<file path="config.mk">
export PLATFORM = sky130hd
export DESIGN_NAME = sps_top
export DESIGN_NICKNAME = d
export VERILOG_FILES = /design/src/hdl/sps_pkg.sv /design/src/hdl/sps_timer_if.sv /design/src/hdl/sps_delay_timer.sv /design/src/hdl/sps_top.sv
export VERILOG_INCLUDE_DIRS = /design/src /design/src/hdl
export SDC_FILE = /design/constraint.sdc
export NUM_CORES = 1
export LEC_CHECK = 0
export BUFFER_PORTS_ARGS = -buffer_cell sky130_fd_sc_hd__buf_2
export CORE_ASPECT_RATIO = 2
export CORE_MARGIN = 2
export CORE_UTILIZATION = 40
export CTS_CLUSTER_DIAMETER = 200
export DETAILED_ROUTE_END_ITERATION = 16
export PLACE_DENSITY = 0.68
export SLEW_MARGIN = 20
export SYNTH_ARGS = -nofsm -noshare
export SYNTH_HDL_FRONTEND = slang
export SYNTH_SLANG_ARGS = --single-unit
</file>
<file path="constraint.sdc">
create_clock -name i_ref_clk -period 3.95 [get_ports i_ref_clk]
set_input_delay 0.5925 -clock i_ref_clk [delete_from_list [all_inputs] [get_ports i_ref_clk]]
set_output_delay 0.5925 -clock i_ref_clk [all_outputs]
set_load 0.02 [all_outputs]
</file>
<file path="src/hdl/sps_defines.svh">
// sps_defines.svh: offsets-free constants of the sleep power sequencer
// assumes: included by its bare name from the sequencer design files
`ifndef SPS_DEFINES_SVH
`define SPS_DEFINES_SVH

// =====================================================================
// delay minimums, in oscillator cycles
`define SPS_T1_MIN       6'h01
`define SPS_T2_MIN       6'h0b
`define SPS_T3_MIN       6'h01
`define SPS_T4_MIN       6'h28

// =====================================================================
// clock network gate sweep, lsb to msb over three cycles
`define SPS_GATE_MASK0   16'h003f
`define SPS_GATE_MASK1   16'h07c0
`define SPS_GATE_MASK2   16'hf800
`define SPS_GATE_STEP1   2'h1
`define SPS_GATE_STEP2   2'h2

// =====================================================================
// reset values
`define SPS_GATE_RST     16'hffff
`define SPS_CNT_RST      8'h00
`define SPS_DEMO_RST     4'h0
`define SPS_TMR_RST      6'h00
`define SPS_STEP_RST     2'h0

`endif

</file>
<file path="src/hdl/sps_pkg.sv">
// sps_pkg: types of the sleep power sequencer
// assumes: compiled before all other sequencer files
package sps_pkg;

  // =====================================================================
  // controller states, one-hot
  typedef enum logic [7:0] {
    sps_st_awake      = 8'h01,
    sps_st_enter_t1   = 8'h02,
    sps_st_enter_t2   = 8'h04,
    sps_st_enter_gate = 8'h08,
    sps_st_sleep      = 8'h10,
    sps_st_exit_t3    = 8'h20,
    sps_st_exit_gate  = 8'h40,
    sps_st_exit_t4    = 8'h80
  } sps_state_t;

  typedef logic [5:0] sps_delay_t;

endpackage

</file>
<file path="src/hdl/sps_timer_if.sv">
// sps_timer_if: load and done handshake between controller and delay timer
// assumes: both ends on the oscillator clock
interface sps_timer_if;
  logic               load;
  sps_pkg::sps_delay_t count;
  logic               done;

  modport ctrl  (output load, output count, input done);
  modport timer (input load, input count, output done);
endinterface

</file>
<file path="src/hdl/sps_delay_timer.sv">
// sps_delay_timer: down counter, one-cycle done pulse after a loaded delay
// assumes: loaded count is at least one; same clock as the controller
`include "sps_defines.svh"

module sps_delay_timer (
  // clock and reset
  input  wire logic  i_ref_clk,
  input  wire logic  i_rst,
  input  wire logic  i_ce,
  input  wire logic  i_srst,
  // controller side
  sps_timer_if.timer tmr
);

  sps_pkg::sps_delay_t cnt_reg;
  logic                busy_reg;
  logic                done_reg;

  assign tmr.done = done_reg;

  // =====================================================================
  // countdown
  always_ff @(posedge i_ref_clk or posedge i_rst)
  begin
    if (i_rst)
    begin
      cnt_reg  <= `SPS_TMR_RST;
      busy_reg <= 1'b0;
      done_reg <= 1'b0;
    end
    else if (i_ce)
    begin
      if (i_srst)
      begin
        cnt_reg  <= `SPS_TMR_RST;
        busy_reg <= 1'b0;
        done_reg <= 1'b0;
      end
      else
      begin
        done_reg <= 1'b0;
        if (tmr.load)
        begin
          cnt_reg  <= tmr.count;
          busy_reg <= 1'b1;
        end
        else if (busy_reg)
        begin
          if (cnt_reg <= 6'h01)
          begin
            busy_reg <= 1'b0;
            done_reg <= 1'b1;
          end
          else
          begin
            cnt_reg <= cnt_reg - 6'h01;
          end
        end
      end
    end
  end

endmodule // sps_delay_timer

</file>
<file path="src/hdl/sps_top.sv">
// sps_top: sleep power sequencer with gated demo counter
// assumes: free-running oscillator clock; gate cells and i/o buffers outside
//
// Behaviour
// sleep request asserted starts the entering sequence
// after power-down, wait in sleep state
// sleep request released starts the exiting sequence
// after power-up, awake; cycle repeats on request
// requester holds request low during power-up
// indicator high at entry start, low after exit
// active-low reset_low input restores initial condition
// per-network gate control, high means clock on
// sleep drops buffer power and output enables
// demo pins tri-stated asleep, driven awake
// 8-bit free-running counter on gated network
// counter captured at entry and exit, equal
// controller runs on ungated oscillator clock always
// entry: t1 then buffers off, t2 then gating
// exit: t3 then ungating, t4 then buffers on
// sixteen gates switched lsb first within three cycles
// four six-bit delays, raised above minimums allowed
// reset: awake, gates high, buffers on, captures cleared
// sleep request synchronised before use
`include "sps_defines.svh"

module sps_top (
  // clock, enable and resets
  input  wire logic        i_ref_clk,
  input  wire logic        i_rst,
  input  wire logic        i_ce,
  input  wire logic        i_reset_low_n,
  // sleep request from logic or pin
  input  wire logic        i_sleep_req,
  // delay settings in cycles
  input  wire logic [5:0]  i_t1_cycles,
  input  wire logic [5:0]  i_t2_cycles,
  input  wire logic [5:0]  i_t3_cycles,
  input  wire logic [5:0]  i_t4_cycles,
  // sleep status
  output logic             o_sleep_indicator,
  output logic [7:0]       o_state,
  // clock network gates
  output logic [15:0]      o_clock_gate_vector,
  // i/o buffer power
  output logic             o_buffer_power_enable,
  output logic             o_output_driver_enable,
  // demo pins
  output logic [3:0]       o_demo_pin_out,
  output logic [3:0]       o_demo_pin_oe,
  // demo counter
  output logic [7:0]       o_counter_now,
  output logic [7:0]       o_count_at_sleep_entry,
  output logic [7:0]       o_count_at_sleep_exit
);

  // =====================================================================
  // declarations
  logic                 req_meta_reg;
  logic                 req_sync_reg;
  logic                 rstn_meta_reg;
  logic                 rstn_sync_reg;
  logic                 srst;
  sps_pkg::sps_state_t  state_reg;
  sps_pkg::sps_state_t  state_next;
  logic [1:0]           step_reg;
  logic [15:0]          gate_reg;
  logic                 buf_en_reg;
  logic                 drv_en_reg;
  logic                 ind_reg;
  logic [7:0]           cnt_reg;
  logic [7:0]           cnt_next;
  logic [7:0]           entry_reg;
  logic [7:0]           exit_reg;
  logic [3:0]           demo_reg;
  logic [3:0]           demo_oe_reg;
  sps_pkg::sps_delay_t  t1_eff;
  sps_pkg::sps_delay_t  t2_eff;
  sps_pkg::sps_delay_t  t3_eff;
  sps_pkg::sps_delay_t  t4_eff;
  logic                 gate_off_start;
  logic                 gate_on_start;
  logic                 buf_off;
  logic                 buf_on;

  sps_timer_if tmr_if ();

  // =====================================================================
  // input synchronisers
  always_ff @(posedge i_ref_clk or posedge i_rst)
  begin
    if (i_rst)
    begin
      req_meta_reg <= 1'b0;
      req_sync_reg <= 1'b0;
    end
    else if (i_ce)
    begin
      req_meta_reg <= i_sleep_req;
      req_sync_reg <= req_meta_reg;
    end
  end

  always_ff @(posedge i_ref_clk or posedge i_rst)
  begin
    if (i_rst)
    begin
      rstn_meta_reg <= 1'b0;
      rstn_sync_reg <= 1'b0;
    end
    else if (i_ce)
    begin
      rstn_meta_reg <= i_reset_low_n;
      rstn_sync_reg <= rstn_meta_reg;
    end
  end

  assign srst = ~rstn_sync_reg;

  // =====================================================================
  // effective delays, never below minimum
  assign t1_eff = (i_t1_cycles < `SPS_T1_MIN) ? `SPS_T1_MIN : i_t1_cycles;
  assign t2_eff = (i_t2_cycles < `SPS_T2_MIN) ? `SPS_T2_MIN : i_t2_cycles;
  assign t3_eff = (i_t3_cycles < `SPS_T3_MIN) ? `SPS_T3_MIN : i_t3_cycles;
  assign t4_eff = (i_t4_cycles < `SPS_T4_MIN) ? `SPS_T4_MIN : i_t4_cycles;

  // =====================================================================
  // next state and timer loads
  always_comb
  begin
    state_next     = state_reg;
    tmr_if.load    = 1'b0;
    tmr_if.count   = t1_eff;
    gate_off_start = 1'b0;
    gate_on_start  = 1'b0;
    buf_off        = 1'b0;
    buf_on         = 1'b0;
    unique case (state_reg)
      sps_pkg::sps_st_awake:
      begin
        if (req_sync_reg)
        begin
          state_next   = sps_pkg::sps_st_enter_t1;
          tmr_if.load  = 1'b1;
          tmr_if.count = t1_eff;
        end
      end
      sps_pkg::sps_st_enter_t1:
      begin
        if (tmr_if.done)
        begin
          buf_off      = 1'b1;
          state_next   = sps_pkg::sps_st_enter_t2;
          tmr_if.load  = 1'b1;
          tmr_if.count = t2_eff;
        end
      end
      sps_pkg::sps_st_enter_t2:
      begin
        if (tmr_if.done)
        begin
          gate_off_start = 1'b1;
          state_next     = sps_pkg::sps_st_enter_gate;
        end
      end
      sps_pkg::sps_st_enter_gate:
      begin
        if (step_reg == `SPS_GATE_STEP2)
        begin
          state_next = sps_pkg::sps_st_sleep;
        end
      end
      sps_pkg::sps_st_sleep:
      begin
        if (!req_sync_reg)
        begin
          state_next   = sps_pkg::sps_st_exit_t3;
          tmr_if.load  = 1'b1;
          tmr_if.count = t3_eff;
        end
      end
      sps_pkg::sps_st_exit_t3:
      begin
        if (tmr_if.done)
        begin
          gate_on_start = 1'b1;
          state_next    = sps_pkg::sps_st_exit_gate;
        end
      end
      sps_pkg::sps_st_exit_gate:
      begin
        if (step_reg == `SPS_GATE_STEP2)
        begin
          state_next   = sps_pkg::sps_st_exit_t4;
          tmr_if.load  = 1'b1;
          tmr_if.count = t4_eff;
        end
      end
      sps_pkg::sps_st_exit_t4:
      begin
        if (tmr_if.done)
        begin
          buf_on     = 1'b1;
          state_next = sps_pkg::sps_st_awake;
        end
      end
      default:
      begin
        state_next = sps_pkg::sps_st_awake;
      end
    endcase
  end

  // =====================================================================
  // delay timer
  sps_delay_timer u_delay_timer (
    .i_ref_clk (i_ref_clk),
    .i_rst     (i_rst),
    .i_ce      (i_ce),
    .i_srst    (srst),
    .tmr       (tmr_if.timer)
  );

  // =====================================================================
  // state register, on the free-running oscillator
  always_ff @(posedge i_ref_clk or posedge i_rst)
  begin
    if (i_rst)
    begin
      state_reg <= sps_pkg::sps_st_awake;
    end
    else if (i_ce)
    begin
      if (srst)
      begin
        state_reg <= sps_pkg::sps_st_awake;
      end
      else
      begin
        state_reg <= state_next;
      end
    end
  end

  // =====================================================================
  // gate sweep, lsb to msb over three cycles
  always_ff @(posedge i_ref_clk or posedge i_rst)
  begin
    if (i_rst)
    begin
      gate_reg <= `SPS_GATE_RST;
      step_reg <= `SPS_STEP_RST;
    end
    else if (i_ce)
    begin
      if (srst)
      begin
        gate_reg <= `SPS_GATE_RST;
        step_reg <= `SPS_STEP_RST;
      end
      else if (gate_off_start)
      begin
        gate_reg <= gate_reg & ~`SPS_GATE_MASK0;  // see
        step_reg <= `SPS_GATE_STEP1;
      end
      else if (gate_on_start)
      begin
        gate_reg <= gate_reg | `SPS_GATE_MASK0;  // see
        step_reg <= `SPS_GATE_STEP1;
      end
      else if (state_reg == sps_pkg::sps_st_enter_gate)
      begin
        gate_reg <= gate_reg & ~((step_reg == `SPS_GATE_STEP1) ? `SPS_GATE_MASK1 : `SPS_GATE_MASK2);
        step_reg <= (step_reg == `SPS_GATE_STEP1) ? `SPS_GATE_STEP2 : `SPS_STEP_RST;
      end
      else if (state_reg == sps_pkg::sps_st_exit_gate)
      begin
        gate_reg <= gate_reg | ((step_reg == `SPS_GATE_STEP1) ? `SPS_GATE_MASK1 : `SPS_GATE_MASK2);
        step_reg <= (step_reg == `SPS_GATE_STEP1) ? `SPS_GATE_STEP2 : `SPS_STEP_RST;
      end
    end
  end

  // =====================================================================
  // buffer power and output enables
  always_ff @(posedge i_ref_clk or posedge i_rst)
  begin
    if (i_rst)
    begin
      buf_en_reg <= 1'b1;
      drv_en_reg <= 1'b1;
    end
    else if (i_ce)
    begin
      if (srst || buf_on)
      begin
        buf_en_reg <= 1'b1;
        drv_en_reg <= 1'b1;
      end
      else if (buf_off)
      begin
        buf_en_reg <= 1'b0;
        drv_en_reg <= 1'b0;
      end
    end
  end

  // =====================================================================
  // sleep indicator
  always_ff @(posedge i_ref_clk or posedge i_rst)
  begin
    if (i_rst)
    begin
      ind_reg <= 1'b0;
    end
    else if (i_ce)
    begin
      if (srst || buf_on)
      begin
        ind_reg <= 1'b0;
      end
      else if (state_reg == sps_pkg::sps_st_awake && req_sync_reg)
      begin
        ind_reg <= 1'b1;
      end
    end
  end

  // =====================================================================
  // demo counter on gated network 0, with captures
  assign cnt_next = gate_reg[0] ? cnt_reg + 8'h01 : cnt_reg;

  always_ff @(posedge i_ref_clk or posedge i_rst)
  begin
    if (i_rst)
    begin
      cnt_reg   <= `SPS_CNT_RST;
      entry_reg <= `SPS_CNT_RST;
      exit_reg  <= `SPS_CNT_RST;
    end
    else if (i_ce)
    begin
      if (srst)
      begin
        cnt_reg   <= `SPS_CNT_RST;
        entry_reg <= `SPS_CNT_RST;
        exit_reg  <= `SPS_CNT_RST;
      end
      else
      begin
        cnt_reg <= cnt_next;
        if (gate_off_start)
        begin
          entry_reg <= cnt_next;
        end
        if (gate_on_start)
        begin
          exit_reg <= cnt_next;
        end
      end
    end
  end

  // =====================================================================
  // demo pins follow the output driver enable
  always_ff @(posedge i_ref_clk or posedge i_rst)
  begin
    if (i_rst)
    begin
      demo_reg    <= `SPS_DEMO_RST;
      demo_oe_reg <= 4'h0;
    end
    else if (i_ce)
    begin
      if (srst)
      begin
        demo_reg    <= `SPS_DEMO_RST;
        demo_oe_reg <= 4'h0;
      end
      else
      begin
        demo_reg    <= cnt_next[7:4];
        demo_oe_reg <= {4{drv_en_reg && !buf_off}};
      end
    end
  end

  // =====================================================================
  // outputs
  assign o_sleep_indicator      = ind_reg;
  assign o_state                = state_reg;
  assign o_clock_gate_vector    = gate_reg;
  assign o_buffer_power_enable  = buf_en_reg;
  assign o_output_driver_enable = drv_en_reg;
  assign o_demo_pin_out         = demo_reg;
  assign o_demo_pin_oe          = demo_oe_reg;
  assign o_counter_now          = cnt_reg;
  assign o_count_at_sleep_entry = entry_reg;
  assign o_count_at_sleep_exit  = exit_reg;

endmodule // sps_top

</file>
==> metrics.csv <==
stage,metric,value,unit
run_status,status,finished clean,
floorplan,FP Rows,48,
pwr,Sw Pwr,0.6976,mW
clock_tree,Root Driver,clkbuf_16,
synthesis,Cell variety after synth,55,
drt,per-cell routed wire length,18.47,um
drt,Residual DRC,0,
grt,GRT Util Overall,22.25,%
timing,hold_ws,421.9,ps
synthesis,asr flop ratio synth,100.0,%
clock_tree,clk buf depth,2,
job,max-cap check violation count,0,
setup_path,worst r2r src,o_state[4],
timing,fin crit period,2553,ps
pwr,Flop pwr share,36.4,%
worst_hold_path,type of the worst min-delay path,in -> async,
timing,final hold vios,0,
clock_tree,CTS resizes,0,
grt,largest net degree at the start of global routing,39,
clock_tree,H-tree levels,3,
place,port bufs,87,
clock_tree,Clock Pin Slew Worst Setup and Hold Paths,50,ps
place,pre-CTS WS,1374,ps
setup_path,critical-path cell list,"nor4_1, nand4_1, nand2_1, nand2_1, mux2_2",
synthesis,largest cells by area after synthesis,"dfrtp_1 (34%), dfstp_2 (9.8%), o21ai_0 (5.6%)",
setup_path,Reg-to-Reg End,o_count_at_sleep_entry[3],
setup_path,"slowest stage delay, CP",750,ps
grt,"Remaining Overflow, GRT",0,
clock_tree,CTS Hold Bufs,0,
floorplan,chip height,136.0,um
pwr,peak supply drop,0.3802,mV
synthesis,Synth Instances,391,
floorplan,Die Footprint,9526,sq um
timing,Slew @ Worst Pin,1039,ps
drt,via-per-instance ratio,5.835,
grt,first-pass GRT wire length,16.41,mm
grt,busiest layer in global routing,met2,
setup_path,critical path capture point type,flip-flop,
timing,Worst Clk Skew,4.112,ps
setup_path,WS Path Type,reg -> reg,
synthesis,Post-Syn Nets,423,
synthesis,sequential area share after synthesis,43.52,%
layout,ant diodes,0,
setup_path,"reg-to-reg slack, setup",1400,ps
timing,Max-slew headroom,30.72,%
timing,Final setup viols,0,
clock_tree,CTS buffer count,9,
synthesis,Synth Warn #,0,
synthesis,Post-Syn Area,3487,sq um
drt,TritonRoute pass-1 iters,4,
timing,Slew Limit Fails,0,
layout,P&R area growth vs syn,20.42,%
setup_path,critical-path maximum fanout,13,
synthesis,top cell type's share of synthesized area,33.73,%
setup_path,"Top cell by count, worst path",nand2_1,
drt,Vias,3285,
place,placed inst area,3891,sq um
synthesis,top-count cell post-synth,dfrtp_1,
floorplan,Top-Level Pins,88,
grt,GRT met1 Usage,22.73,%
layout,Finished Cell Area,4199,sq um
drt,starting DRC count in detailed routing,211,
synthesis,number of flops mapped to enable cells by yosys,0,
grt,initial antenna violation count,0,
grt,vias in the first global route,3209,
timing,Final Cycle Share,64.64,%
floorplan,DIE WIDTH,70.02,um
pwr,Cell Int Power,1.446,mW
pwr,Clk pwr share,38.1,%
timing,RSZ-0062 raised after global routing,no,
setup_path,CP Data Required Time,4160,ps
place,dpl hpwl,7.695,mm
layout,Layout Nets,491,
synthesis,Synth area leader,dfrtp_1,
pwr,sw frac,32.54,%
floorplan,area of the core,8528,sq um
drt,Routed WL,10.40,mm
clock_tree,Clock Sinks,60,
clock_tree,CTS tree,yes,
pwr,Pleak,1.931,nW
layout,max reg flops,11,
timing,PnR worst setup slack,1397,ps
synthesis,Yosys reg bits,60,
setup_path,FF-to-FF path depth,5,
synthesis,Main synth FF type,dfrtp_1,
grt,grt met2 use,40.37,%
pwr,total power,2.144,mW
pwr,Comb pwr share,25.5,%
synthesis,Syn Area/Cell,8.918,sq um
setup_path,Worst EP arrival,2760,ps
synthesis,commonest cells in the netlist,"dfrtp_1 (47), nand2_1 (42), o21ai_0 (39)",
clock_tree,total setup buffers inserted after CTS,0,
timing,sum of negative setup slack,0,ps
clock_tree,worst-skew pair later-pin latency,320,ps
timing,f_max,391.7,MHz
setup_path,crit path launch type,flip-flop,
place,GPL Wtd Cong,1.041,
grt,met3 usage,4.299,%
layout,layout cell share with drive strength beyond 1,30.02,%
drt,Final ANT Viol Nets,0,
pwr,power density over cell area,510.5,nW/um^2
setup_path,CP max stage cell,nor4_1,
floorplan,Starting Density,40.89,%
[per-layer routing]
| layer | vias to the layer above | share of wire, % |
|---|---|---|
| met5 | - | 0 |
| met3 | 35 | 5.6 |
| li1 | 1537 | - |
| met1 | 1569 | 36 |
| met2 | 144 | 54 |
| met4 | 0 | 5.0 |
[final cells by class]
| type | count | area [sq um] |
|---|---|---|
| Tap cell | 100 | 125.1 |
| Timing Repair Buffer | 90 | 457.9 |
| Sequential cell | 60 | 1518 |
| Clock buffer | 11 | 232.7 |
| Multi-Input combinational cell | 278 | 1715 |
| Clock inverter | 4 | 75.07 |
| Fill cell | 846 | 4329 |
| Inverter | 20 | 75.07 |
[layout by cell type, fill, tap and decap left out, types with 3 or more instances in the layout]
cell | netlist | layout
nand3b_1 | 3 | 3
nor2_1 | 33 | 33
a21oi_1 | 29 | 29
nand2_1 | 42 | 42
a22oi_1 | 3 | 3
nand3_1 | 14 | 14
dfrtp_1 | 47 | 47
ha_1 | 3 | 3
a21o_1 | 3 | 3
o211ai_1 | 4 | 4
mux2_2 | 12 | 12
buf_2 | 5 | 87
a32o_1 | 9 | 9
nor2b_1 | 6 | 6
nand2b_1 | 5 | 5
nor3_1 | 5 | 5
xnor2_1 | 8 | 8
nand4_1 | 8 | 8
clkbuf_16 | 0 | 9
or3_1 | 3 | 3
nor4_1 | 6 | 6
buf_4 | 13 | 3
xor2_1 | 5 | 5
dfstp_2 | 13 | 13
o2bb2ai_1 | 3 | 3
inv_1 | 19 | 18
o21ai_0 | 39 | 39
[metrics by stage]
stage | util, % | std cells
2_1_floorplan | - | 391
3_3_place_gp | 45.63 | 548
3_5_place_dp | 45.63 | 548
4_1_cts | 49.24 | 563
5_1_grt | 49.24 | 563
6_report | 49.24 | 563
[kinds of logic after synthesis]
| logic type | share of synthesized area [%] |
|---|---|
| DFF | 43.52 |
| buffers and inverters | 7.283 |
| AOI/OAI and AO/OA | 19.99 |
| xor gates and xnor gates | 3.265 |
| adders and majority gates | 1.077 |
| muxes | 3.875 |
| and+or+nand+nor | 20.99 |
[power groups by stage]
stage               Clock, mW  Combinational, mW  Sequential, mW
floorplan                   0              0.401           0.770
global placement            0              0.533           0.783
detailed placement          0              0.543           0.786
CTS                     0.837              0.548           0.776
global route            0.860              0.606           0.789
finish                  0.818              0.547           0.779
[critical path, delay by kind of cell, from the launching register on]
kind             cells  cell delay (ps)
DFF                  1              500
muxes                1              350
and+or+nand+nor      4             1590
[worst max-delay path by stage]
stage	startpoint	endpoint	slack, ps	depth (start not counted)
5_1_grt	o_state[6]	u_delay_timer.cnt_reg[5]	1220	5
6_report	o_state[4]	o_count_at_sleep_entry[3]	1400	5
3_5_place_dp	i_ce	o_clock_gate_vector[9]	1370	8
4_1_cts	o_state[4]	o_count_at_sleep_entry[7]	1440	5
3_3_place_gp	i_ce	o_count_at_sleep_exit[6]	1340	7
2_1_floorplan	o_state[7]	u_delay_timer.cnt_reg[3]	1770	6
Power figures use the tool's default switching activity.
